### config.mk
export PLATFORM = sky130hd
export DESIGN_NAME = mcr_register_bank
export DESIGN_NICKNAME = d
export VERILOG_FILES = /design/src/mcr_pkg.sv /design/src/mcr_turn_counter.sv /design/src/mcr_register_bank.sv
export SDC_FILE = /design/constraint.sdc
export NUM_CORES = 1
export LEC_CHECK = 0
export ABC_AREA = 1
export BUFFER_PORTS_ARGS = -buffer_cell sky130_fd_sc_hd__buf_4
export CORE_ASPECT_RATIO = 1.25
export CORE_UTILIZATION = 39
export CTS_CLUSTER_SIZE = 24
export DETAILED_ROUTE_END_ITERATION = 6
export SETUP_SLACK_MARGIN = 0.5
export SYNTH_ARGS = -nofsm -noshare
export SYNTH_HDL_FRONTEND = slang
export SYNTH_SLANG_ARGS = --single-unit
### constraint.sdc
create_clock -name clock -period 6.1 [get_ports clock]
set_input_delay 1.22 -clock clock [delete_from_list [all_inputs] [get_ports clock]]
set_output_delay 1.22 -clock clock [all_outputs]
set_load 0.1 [all_outputs]
### src/mcr_pkg.sv
// shared constants and helpers of the motor configuration register bank
package mcr_pkg;

   // ----------------------------------------------------------------
   // register addresses
   // ----------------------------------------------------------------
   localparam logic [15:0] ADDR_MODE      = 16'h0103;
   localparam logic [15:0] ADDR_POLARITY  = 16'h0104;
   localparam logic [15:0] ADDR_MAX_SPEED = 16'h0105;
   localparam logic [15:0] ADDR_MIN_SPEED = 16'h0106;
   localparam logic [15:0] ADDR_RESTORE   = 16'h0F00;
   localparam logic [15:0] ADDR_VOLTAGE   = 16'h0200;
   localparam logic [15:0] ADDR_CURRENT   = 16'h0201;
   localparam logic [15:0] ADDR_TEMP      = 16'h0202;
   localparam logic [15:0] ADDR_SPEED     = 16'h0203;
   localparam logic [15:0] ADDR_RUN_STATE = 16'h0204;
   localparam logic [15:0] ADDR_FAULTS    = 16'h0205;
   localparam logic [15:0] ADDR_TURNS     = 16'h0206;

   // ----------------------------------------------------------------
   // reset values and field codes
   // ----------------------------------------------------------------
   localparam logic [15:0] MODE_RESET       = 16'h0000;
   localparam logic [15:0] POLARITY_RESET   = 16'h0101;
   localparam logic [15:0] MAX_SPEED_RESET  = 16'h0FA0;
   localparam logic [15:0] MIN_SPEED_RESET  = 16'h00C8;
   localparam logic [7:0]  MODE_OPEN_LOOP   = 8'h00;
   localparam logic [7:0]  MODE_CLOSED_LOOP = 8'h01;
   localparam logic [7:0]  PATH_PHYSICAL    = 8'h00;
   localparam logic [7:0]  PATH_CAN         = 8'h03;
   localparam logic [15:0] RUN_STOP         = 16'h0000;
   localparam logic [15:0] RUN_CW           = 16'h0001;
   localparam logic [15:0] RUN_CCW          = 16'h0002;
   localparam logic [15:0] RUN_BRAKE        = 16'h0003;
   localparam logic [15:0] TEMP_OFFSET      = 16'h0028;
   localparam logic [15:0] TURN_MAX         = 16'h7FFF;
   localparam logic [15:0] TURN_MIN         = 16'h8000;

   // ----------------------------------------------------------------
   // frame identifiers, low byte is the node id; reply ids carry it between ID_REPLY_HIGH and ID_REPLY_LOW
   // ----------------------------------------------------------------
   localparam logic [23:0] ID_READ       = 24'h187255;
   localparam logic [23:0] ID_WRITE      = 24'h187355;
   localparam logic [23:0] ID_LOAD_TURNS = 24'h187155;
   localparam logic [15:0] ID_REPLY_HIGH = 16'h1872;
   localparam logic [7:0]  ID_REPLY_LOW  = 8'h55;
   localparam logic [7:0]  NODE_PERMANENT = 8'h00;

   // arithmetic sum of the first six frame bytes, byte 1 in the top lane
   function automatic logic [15:0] frame_sum(input logic [47:0] bytes);
      logic [15:0] acc;
      acc = 16'h0000;
      for (int i = 0; i < 6; i++)
      begin
         acc = acc + {8'h00, bytes[8*i +: 8]};
      end
      return acc;
   endfunction

endpackage

### src/mcr_turn_counter.sv
// saturating signed electrical-revolution counter with load
`timescale 1ns/10ps
module mcr_turn_counter
   import mcr_pkg::*;
#(
   parameter int WIDTH = 16
)(
   // clock and reset
   input  wire logic             clock,
   input  wire logic             sys_rst,
   // count events
   input  wire logic             step_pulse,
   input  wire logic             step_fwd,
   // load from host
   input  wire logic             load,
   input  wire logic [WIDTH-1:0] load_value,
   // value
   output logic      [WIDTH-1:0] count
);

   typedef struct packed {
      logic [WIDTH-1:0] count;
   } mcr_turn_state_t;

   mcr_turn_state_t s_q;
   mcr_turn_state_t s_d;

   // ----------------------------------------------------------------
   // next state
   // ----------------------------------------------------------------
   always_comb
   begin
      s_d = s_q;
      if (load)
      begin
         s_d.count = load_value;
      end
      else if (step_pulse)
      begin
         // hold at either end instead of wrapping
         if (step_fwd && s_q.count != WIDTH'(TURN_MAX))
         begin
            s_d.count = s_q.count + WIDTH'(1);
         end
         else if (!step_fwd && s_q.count != WIDTH'(TURN_MIN))
         begin
            s_d.count = s_q.count - WIDTH'(1);
         end
      end
   end

   always_ff @(posedge clock or posedge sys_rst)
   begin
      if (sys_rst)
         s_q <= '0;
      else
         s_q <= s_d;
   end

   assign count = s_q.count;

   // ----------------------------------------------------------------
   // checks
   // ----------------------------------------------------------------
   property p_turn_hold_max;
      @(posedge clock) disable iff (sys_rst)
      (!load && step_pulse && step_fwd && count == WIDTH'(TURN_MAX)) |=> count == WIDTH'(TURN_MAX);
   endproperty
   a_turn_hold_max: assert property (p_turn_hold_max) else $error("counter wrapped at top");

   property p_turn_step;
      @(posedge clock) disable iff (sys_rst)
      (!load && step_pulse && !step_fwd && count != WIDTH'(TURN_MIN))
      |=> count == WIDTH'($past(count) - WIDTH'(1));
   endproperty
   a_turn_step: assert property (p_turn_step) else $error("reverse step not counted");

   property p_turn_load;
      @(posedge clock) disable iff (sys_rst)
      load |=> count == $past(load_value);
   endproperty
   a_turn_load: assert property (p_turn_load) else $error("load value not taken");

endmodule

### src/mcr_register_bank.sv
// special-function register bank of a motor drive reached over CAN frames
//
// Functional notes
// - work-mode high byte 0x00 open loop, 0x01 closed loop, others invalid.
// - work-mode low byte 0x03 takes speed and direction from CAN commands.
// - low byte 0x00 takes speed from analog input, direction from pins.
// - work-mode register at 0x0103, resets to 0x0000.
// - direction register at 0x0104, resets to 0x0101.
// - direction high byte zero inverts commanded rotation; nonzero keeps it.
// - direction low byte zero inverts reported speed sign; nonzero keeps it.
// - maximum speed limit resets to 0x0FA0 rpm.
// - minimum speed limit resets to 0x00C8 rpm.
// - any write to restore register returns all configuration to defaults.
// - reply repeats address high first, then data high then low.
// - run state reads 0 stop, 1 clockwise, 2 counterclockwise, 3 braking.
// - position counts electrical revolutions signed with rotation direction.
// - position is signed 16-bit and holds at either limit.
// - position is loadable from a frame with id 0x187155 plus node.
// - bytes 7-8 carry 16-bit sum of bytes 1-6; mismatches are discarded.
// - each fault bit reads 1 while its fault is present.
// - temperature reads degrees Celsius plus 40.
// - frames accepted only for configured node id or permanent id 0x00.
`timescale 1ns/10ps
module mcr_register_bank
   import mcr_pkg::*;
#(
   parameter int SPEED_W = 14
)(
   // clock and reset
   input  wire logic               clock,
   input  wire logic               sys_rst,
   // received frames
   input  wire logic               rx_valid,
   input  wire logic [31:0]        rx_id,
   input  wire logic [63:0]        rx_data,
   input  wire logic [7:0]         node_id,
   // reply frames
   output logic                    tx_valid,
   output logic      [31:0]        tx_id,
   output logic      [63:0]        tx_data,
   // measurements from the drive
   input  wire logic [15:0]        bus_voltage,
   input  wire logic [15:0]        bus_current,
   input  wire logic [15:0]        temp_celsius,
   input  wire logic [15:0]        motor_speed,
   input  wire logic               motor_running,
   input  wire logic               motor_braking,
   input  wire logic               motor_turn_fwd,
   input  wire logic [7:0]         fault_flags,
   input  wire logic               turn_pulse,
   input  wire logic               turn_fwd,
   // command sources
   input  wire logic               can_cmd_run,
   input  wire logic               can_cmd_fwd,
   input  wire logic [SPEED_W-1:0] can_cmd_speed,
   input  wire logic [SPEED_W-1:0] analog_speed_input,
   input  wire logic               clockwise_run,
   input  wire logic               counterclockwise_run,
   // configuration and command outputs
   output logic                    closed_loop_mode,
   output logic                    can_path_sel,
   output logic                    cmd_run,
   output logic                    cmd_fwd,
   output logic      [SPEED_W-1:0] cmd_speed,
   output logic      [15:0]        max_speed_limit,
   output logic      [15:0]        min_speed_limit,
   output logic      [15:0]        turn_count
);

   typedef struct packed {
      logic [15:0]        mode;
      logic [15:0]        polarity;
      logic [15:0]        max_limit;
      logic [15:0]        min_limit;
      logic               closed_loop;
      logic               can_path;
      logic               run;
      logic               fwd;
      logic [SPEED_W-1:0] speed;
      logic               tx_valid;
      logic [31:0]        tx_id;
      logic [63:0]        tx_data;
   } mcr_bank_t;

   localparam mcr_bank_t BANK_RESET = '{
      mode:      MODE_RESET,
      polarity:  POLARITY_RESET,
      max_limit: MAX_SPEED_RESET,
      min_limit: MIN_SPEED_RESET,
      default:   '0
   };

   mcr_bank_t   s_q;
   mcr_bank_t   s_d;

   // ----------------------------------------------------------------
   // frame decode
   // ----------------------------------------------------------------
   logic        node_ok;
   logic        sum_ok;
   logic        frame_ok;
   logic        acc_read;
   logic        acc_write;
   logic        acc_load;
   logic [15:0] rx_addr;
   logic [15:0] rx_value;
   logic        mode_code_ok;
   logic        turn_load;
   logic [15:0] rd_value;
   logic        rd_hit;
   logic        fb_fwd;
   logic [15:0] fb_speed;
   logic [47:0] reply_head;

   assign node_ok  = (rx_id[7:0] == node_id) || (rx_id[7:0] == NODE_PERMANENT);
   assign sum_ok   = frame_sum(rx_data[63:16]) == rx_data[15:0];
   assign frame_ok = rx_valid && node_ok && sum_ok;
   assign acc_read  = frame_ok && (rx_id[31:8] == ID_READ);
   assign acc_write = frame_ok && (rx_id[31:8] == ID_WRITE);
   assign acc_load  = frame_ok && (rx_id[31:8] == ID_LOAD_TURNS);
   assign rx_addr  = rx_data[63:48];
   assign rx_value = rx_data[47:32];
   assign mode_code_ok = (rx_value[15:8] == MODE_OPEN_LOOP) ||
                         (rx_value[15:8] == MODE_CLOSED_LOOP);
   assign turn_load = acc_load || (acc_write && rx_addr == ADDR_TURNS);

   // feedback polarity applied to measured direction and speed
   assign fb_fwd   = (s_q.polarity[7:0] != 8'h00) ? motor_turn_fwd : !motor_turn_fwd;
   assign fb_speed = (s_q.polarity[7:0] != 8'h00) ? motor_speed
                                                  : 16'(16'h0000 - motor_speed);

   // ----------------------------------------------------------------
   // read mux; live measurements are sampled in the cycle of the request
   // ----------------------------------------------------------------
   always_comb
   begin
      rd_hit   = 1'b1;
      rd_value = 16'h0000;
      case (rx_addr)
         ADDR_MODE:      rd_value = s_q.mode;
         ADDR_POLARITY:  rd_value = s_q.polarity;
         ADDR_MAX_SPEED: rd_value = s_q.max_limit;
         ADDR_MIN_SPEED: rd_value = s_q.min_limit;
         ADDR_VOLTAGE:   rd_value = bus_voltage;
         ADDR_CURRENT:   rd_value = bus_current;
         ADDR_TEMP:      rd_value = 16'(temp_celsius + TEMP_OFFSET);
         ADDR_SPEED:     rd_value = fb_speed;
         ADDR_RUN_STATE:
         begin
            if (motor_braking)
               rd_value = RUN_BRAKE;
            else if (motor_running)
               rd_value = fb_fwd ? RUN_CW : RUN_CCW;
            else
               rd_value = RUN_STOP;
         end
         ADDR_FAULTS:    rd_value = {8'h00, fault_flags};
         ADDR_TURNS:     rd_value = turn_count;
         default:        rd_hit   = 1'b0;
      endcase
   end

   assign reply_head = {rx_addr, rd_value, 16'h0000};

   // ----------------------------------------------------------------
   // next state
   // ----------------------------------------------------------------
   always_comb
   begin
      s_d = s_q;
      s_d.tx_valid = 1'b0;
      // measurement addresses are not decoded for writes here; a write to ADDR_TURNS still loads the position counter
      if (acc_write)
      begin
         case (rx_addr)
            ADDR_MODE:
            begin
               if (mode_code_ok)
                  s_d.mode = rx_value;
            end
            ADDR_POLARITY:  s_d.polarity  = rx_value;
            ADDR_MAX_SPEED: s_d.max_limit = rx_value;
            ADDR_MIN_SPEED: s_d.min_limit = rx_value;
            ADDR_RESTORE:
            begin
               s_d.mode      = MODE_RESET;
               s_d.polarity  = POLARITY_RESET;
               s_d.max_limit = MAX_SPEED_RESET;
               s_d.min_limit = MIN_SPEED_RESET;
            end
            default:
            begin
               s_d.mode = s_q.mode;
            end
         endcase
      end
      if (acc_read && rd_hit)
      begin
         s_d.tx_valid = 1'b1;
         s_d.tx_id    = {ID_REPLY_HIGH, node_id, ID_REPLY_LOW};
         s_d.tx_data  = {reply_head, frame_sum(reply_head)};
      end
      s_d.closed_loop = s_d.mode[15:8] == MODE_CLOSED_LOOP;
      s_d.can_path    = s_d.mode[7:0] == PATH_CAN;
      // command selection follows the current path; unknown paths stop the motor
      if (s_q.mode[7:0] == PATH_CAN)
      begin
         s_d.run   = can_cmd_run;
         s_d.fwd   = (s_q.polarity[15:8] != 8'h00) ? can_cmd_fwd : !can_cmd_fwd;
         s_d.speed = can_cmd_speed;
      end
      else if (s_q.mode[7:0] == PATH_PHYSICAL)
      begin
         // both direction pins at once is treated as stop
         s_d.run   = clockwise_run ^ counterclockwise_run;
         s_d.fwd   = (s_q.polarity[15:8] != 8'h00) ? clockwise_run
                                                   : !clockwise_run;
         s_d.speed = analog_speed_input;
      end
      else
      begin
         s_d.run   = 1'b0;
         s_d.fwd   = 1'b1;
         s_d.speed = '0;
      end
   end

   always_ff @(posedge clock or posedge sys_rst)
   begin
      if (sys_rst)
         s_q <= BANK_RESET;
      else
         s_q <= s_d;
   end

   // ----------------------------------------------------------------
   // position counter
   // ----------------------------------------------------------------
   mcr_turn_counter #(
      .WIDTH      (16)
   ) u_turns (
      .clock      (clock),
      .sys_rst    (sys_rst),
      .step_pulse (turn_pulse),
      .step_fwd   (turn_fwd),
      .load       (turn_load),
      .load_value (rx_value),
      .count      (turn_count)
   );

   assign tx_valid         = s_q.tx_valid;
   assign tx_id            = s_q.tx_id;
   assign tx_data          = s_q.tx_data;
   assign closed_loop_mode = s_q.closed_loop;
   assign can_path_sel     = s_q.can_path;
   assign cmd_run          = s_q.run;
   assign cmd_fwd          = s_q.fwd;
   assign cmd_speed        = s_q.speed;
   assign max_speed_limit  = s_q.max_limit;
   assign min_speed_limit  = s_q.min_limit;

   // ----------------------------------------------------------------
   // checks
   // ----------------------------------------------------------------
   property p_mode_valid;
      @(posedge clock) disable iff (sys_rst)
      s_q.mode[15:8] == MODE_OPEN_LOOP || s_q.mode[15:8] == MODE_CLOSED_LOOP;
   endproperty
   a_mode_valid: assert property (p_mode_valid) else $error("invalid regulation stored");

   property p_mode_keep;
      @(posedge clock) disable iff (sys_rst)
      (acc_write && rx_addr == ADDR_MODE && !mode_code_ok) |=> $stable(s_q.mode);
   endproperty
   a_mode_keep: assert property (p_mode_keep) else $error("invalid mode write taken");

   property p_mode_write;
      @(posedge clock) disable iff (sys_rst)
      (acc_write && rx_addr == ADDR_MODE && mode_code_ok)
      |=> s_q.mode == $past(rx_value) ##1 can_path_sel == (s_q.mode[7:0] == PATH_CAN);
   endproperty
   a_mode_write: assert property (p_mode_write) else $error("mode write lost");

   property p_restore;
      @(posedge clock) disable iff (sys_rst)
      (acc_write && rx_addr == ADDR_RESTORE) |=> s_q.polarity == POLARITY_RESET
         && max_speed_limit == MAX_SPEED_RESET && min_speed_limit == MIN_SPEED_RESET
         && s_q.mode == MODE_RESET;
   endproperty
   a_restore: assert property (p_restore) else $error("restore incomplete");

   property p_can_path;
      @(posedge clock) disable iff (sys_rst)
      (s_q.mode[7:0] == PATH_CAN && s_q.polarity[15:8] != 8'h00)
      |=> cmd_speed == $past(can_cmd_speed) && cmd_fwd == $past(can_cmd_fwd);
   endproperty
   a_can_path: assert property (p_can_path) else $error("CAN command not followed");

   property p_pin_path;
      @(posedge clock) disable iff (sys_rst)
      (s_q.mode[7:0] == PATH_PHYSICAL && clockwise_run && !counterclockwise_run
       && s_q.polarity[15:8] == 8'h00) |=> cmd_run && !cmd_fwd
       && cmd_speed == $past(analog_speed_input);
   endproperty
   a_pin_path: assert property (p_pin_path) else $error("pin direction not inverted");

   property p_reply;
      @(posedge clock) disable iff (sys_rst)
      (acc_read && rx_addr == ADDR_POLARITY && !acc_write)
      |=> tx_valid && tx_data[63:32] == {ADDR_POLARITY, s_q.polarity}
          && tx_data[15:0] == frame_sum(tx_data[63:16]);
   endproperty
   a_reply: assert property (p_reply) else $error("reply layout wrong");

   property p_bad_sum;
      @(posedge clock) disable iff (sys_rst)
      (rx_valid && frame_sum(rx_data[63:16]) != rx_data[15:0]) |=> !tx_valid;
   endproperty
   a_bad_sum: assert property (p_bad_sum) else $error("bad checksum answered");

   property p_foreign_node;
      @(posedge clock) disable iff (sys_rst)
      (rx_valid && rx_id[7:0] != node_id && rx_id[7:0] != NODE_PERMANENT) |=> !tx_valid;
   endproperty
   a_foreign_node: assert property (p_foreign_node) else $error("foreign frame answered");

   property p_run_brake;
      @(posedge clock) disable iff (sys_rst)
      (acc_read && rx_addr == ADDR_RUN_STATE && motor_braking) |=> tx_data[47:32] == RUN_BRAKE;
   endproperty
   a_run_brake: assert property (p_run_brake) else $error("brake state misreported");

   property p_temp;
      @(posedge clock) disable iff (sys_rst)
      (acc_read && rx_addr == ADDR_TEMP)
      |=> 16'(tx_data[47:32] - TEMP_OFFSET) == $past(temp_celsius);
   endproperty
   a_temp: assert property (p_temp) else $error("temperature offset wrong");

   property p_faults;
      @(posedge clock) disable iff (sys_rst)
      (acc_read && rx_addr == ADDR_FAULTS) |=> tx_data[39:32] == $past(fault_flags);
   endproperty
   a_faults: assert property (p_faults) else $error("fault bits misreported");

   property p_speed_sign;
      @(posedge clock) disable iff (sys_rst)
      (acc_read && rx_addr == ADDR_SPEED && s_q.polarity[7:0] == 8'h00)
      |=> 16'(tx_data[47:32] + $past(motor_speed)) == 16'h0000;
   endproperty
   a_speed_sign: assert property (p_speed_sign) else $error("speed sign not inverted");

   property p_ro_write;
      @(posedge clock) disable iff (sys_rst)
      (acc_write && rx_addr == ADDR_VOLTAGE) |=> $stable(s_q.mode) && $stable(s_q.polarity)
         && $stable(max_speed_limit) && $stable(min_speed_limit);
   endproperty
   a_ro_write: assert property (p_ro_write) else $error("read-only write had effect");

   property p_no_reply_undef;
      @(posedge clock) disable iff (sys_rst)
      (rx_valid && rx_id[31:8] == ID_READ && rx_addr == ADDR_RESTORE) |=> !tx_valid;
   endproperty
   a_no_reply_undef: assert property (p_no_reply_undef) else $error("undefined read answered");

endmodule

==> run metrics <==
Post-CTS Hold Fix Bufs=0; Synth top area share=28.2%; largest vdd supply drop=between 0.4 and 0.5 mV; Startpoint Class=primary input; initial antenna violation count=0; # Max-Cap Violations=0; CTS root buf=clkbuf_16; clk_skew=0.0116 ns; Fin Hold WS=roughly 0.47 ns; Setup Viol. Count Final=0; CP Max Fanout=16; Relative slew margins=27.7%; Die W=161 um; Avg Synthesized Cell Area=~7.3 um^2; Initial Utilization=about two fifths; sum of negative setup slack=0 ns; Synth Flop Type=dfrtp_1; setup bufs post-CTS=0; DP Wirelength=~35000 um; critical path class=primary input to flop; number of H-tree levels=4; Slew @ Worst Pin=1.08 ns; Seq/Total Area, Yosys=between 30% and 40%; clock tree from TritonCTS=yes; commonest cells in the netlist=nand2_1, inv_1, buf_4, dfrtp_1, nor2_1; area leader, netlist=dfrtp_1; synth warn=0; share of cells above drive strength 1=a little under a quarter; post-synthesis async set-or-reset flop share=100%; count leader, synth=nand2_1; clk sinks=150; CTS Buf Count=17; core area=approximately 31000 um^2; DR iter-0 viols=922; WL final=42700 um; GPL Wtd Cong=between 0.9 and 1; Period minus WS final=5.16 ns; Worst path slowest cell=fa_1; WP data arrival=5.51 ns; largest net degree at the start of global routing=100; clk_lat worst skew=0.43 ns; fin crit share=between 80 and 90%; HP Class=flop to flop; Syn Inst Count=about 1700; grt ovf=0; Largest stage delay, worst path=0.57 ns; Reg clk slew, reported paths=about 0.06 ns; Ant. Diodes=0; DIE HEIGHT=around 200 um; final setup margin=0.943 ns; pre-CTS setup slack=0.521 ns; final design utilization=48.4%; vias in the first global route=11500; drt pass-1 iters=5; Layout Nets=2213; synthesized area=12300 um^2; Slew Limit Fails=0; status=finished clean; number of port buffers=342; final hold violations=0; leakage=0.00802 uW; PostCTS Resize Cnt=0; EDFF count, synth=0; RSZ-0062 raised after global routing=false; Wirelength per Cell=about 18 um; CP endpoint kind=flop; synthesized flop and latch total=150; Longest Clk Path Bufs=2; die area=32300 um^2; top cells by area, synth=dfrtp_1, nand2_1, buf_4; first-pass GRT wire length=between 60000 and 70000 um; Via density=4.99; # IOs=379; Antenna Nets Post-Route=0; PwrDens=277 nW/um^2; DRC=0; num rows=72; Distinct cells, synth=a little over 60; Max Fclk=194 MHz; Area Overhead vs Synth=21.7%; WP data required=6.45 ns; Global Route Usage Sum=26.5%; worst path cell trace=buf_4 -> fa_1 -> inv_1 -> fa_1 -> fa_1 -> inv_1 -> ha_1 -> fa_1 -> inv_1 -> nand2_1 -> nand2_1 -> nor2_1 -> nand2_1 -> nor2_1 -> nand4_1 -> nor2_4 -> nand4_2 -> nand2_1 -> nand3_1 -> nor2_1; routed vias=11700
state kept, by name, summed over array words and instances, names as in the netlist:
name and cells:
can_path_sel 1, closed_loop_mode 1, cmd_fwd 1, cmd_run 1, cmd_speed 14, max_speed_limit 16, min_speed_limit 16, s_q 32
tx_data 42, tx_id 9, tx_valid 1, u_turns.count 16
area by class of cell:
class	instances	area, um^2
fillers	3152	16000
inverters	245	926
well taps	407	509
clock inverters	11	153
clock buffers	21	450
repair buffers	357	2690
flip-flops and latches	150	3770
multi-input cells	1144	6490
power by group:
| part | switching, uW | internal (uW) | total, uW |
|---|---|---|---|
| Clock | 440 | 657 | 1100 |
| Sequential | 128 | 1040 | 1170 |
| Combinational | 1280 | 599 | 1880 |
stage by stage:
| step | cells | power [uW] | cell area, um^2 |
|---|---|---|---|
| 4_1_cts | 2335 | 4180 | 15000 |
| 5_1_grt | 2335 | 4410 | 15000 |
| 3_5_place_dp | 2303 | 3070 | 14400 |
| 6_report | 2335 | 4150 | 15000 |
| 2_1_floorplan | 1718 | 2550 | 12500 |
| 3_3_place_gp | 2303 | 3070 | 14400 |
path summary, 6_finish.rpt:
| path | startpoint | to | slack (ns) | cells after the start |
|---|---|---|---|---|
| max reg2reg | s_q[147] | tx_data[8] | 1.45 | 23 |
| min reg2reg | tx_id[9] | tx_id[9] | 0.47 | 2 |
| max | rx_data[18] | closed_loop_mode | 0.94 | 20 |
| max in group asynchronous | sys_rst | cmd_fwd | 3.86 | 3 |
| min | tx_id[9] | tx_id[9] | 0.47 | 2 |
| min in group asynchronous | sys_rst | tx_data[58] | 0.97 | 2 |
per-layer routing:
layer | vias up | share of wire, % | GRT usage (%)
li1 | 5649 | - | -
met1 | 5418 | 40 | 32.8
met2 | 512 | 49 | 45.3
met3 | 75 | 7.1 | 4.40
met4 | 0 | 3.8 | 11.3
met5 | - | 0 | 0
worst max-delay path, delay by kind of cell:
| family | cells | cell delay [ns] |
|---|---|---|
| fa+ha+maj | 5 | 2.34 |
| simple gates | 11 | 1.67 |
| buf+inv | 4 | 0.27 |
layout by cell type (no fill, tap or decap), types with 4 or more instances in the layout:
cell and count:
xnor2_1 15, fa_1 49, inv_1 231, dfstp_2 11
nand2_1 437, or2_2 5, a21oi_1 35, buf_4 356
conb_1 36, a22o_1 5, nand3_2 5, nor3_1 23
nor4_1 10, nand4_1 34, o21ai_0 95, dfrtp_1 139
xor2_1 20, o31ai_1 9, ha_1 33, nand3_1 95
nor3_2 5, o21ai_1 32, o211ai_1 5, nand2_2 7
nand3b_1 9, clkbuf_16 17, nor2_1 128, inv_2 10
a31oi_1 4
cells by family after synthesis:
logic type,synth area share [%]
DFF,30.6
buffers and inverters,17.8
xor gates and xnor gates,2.49
adders and majority gates,11.3
AOI/OAI and AO/OA,9.97
other,0.0304
and+or+nand+nor,27.8
No activity file was read; power rests on OpenSTA's default activity.
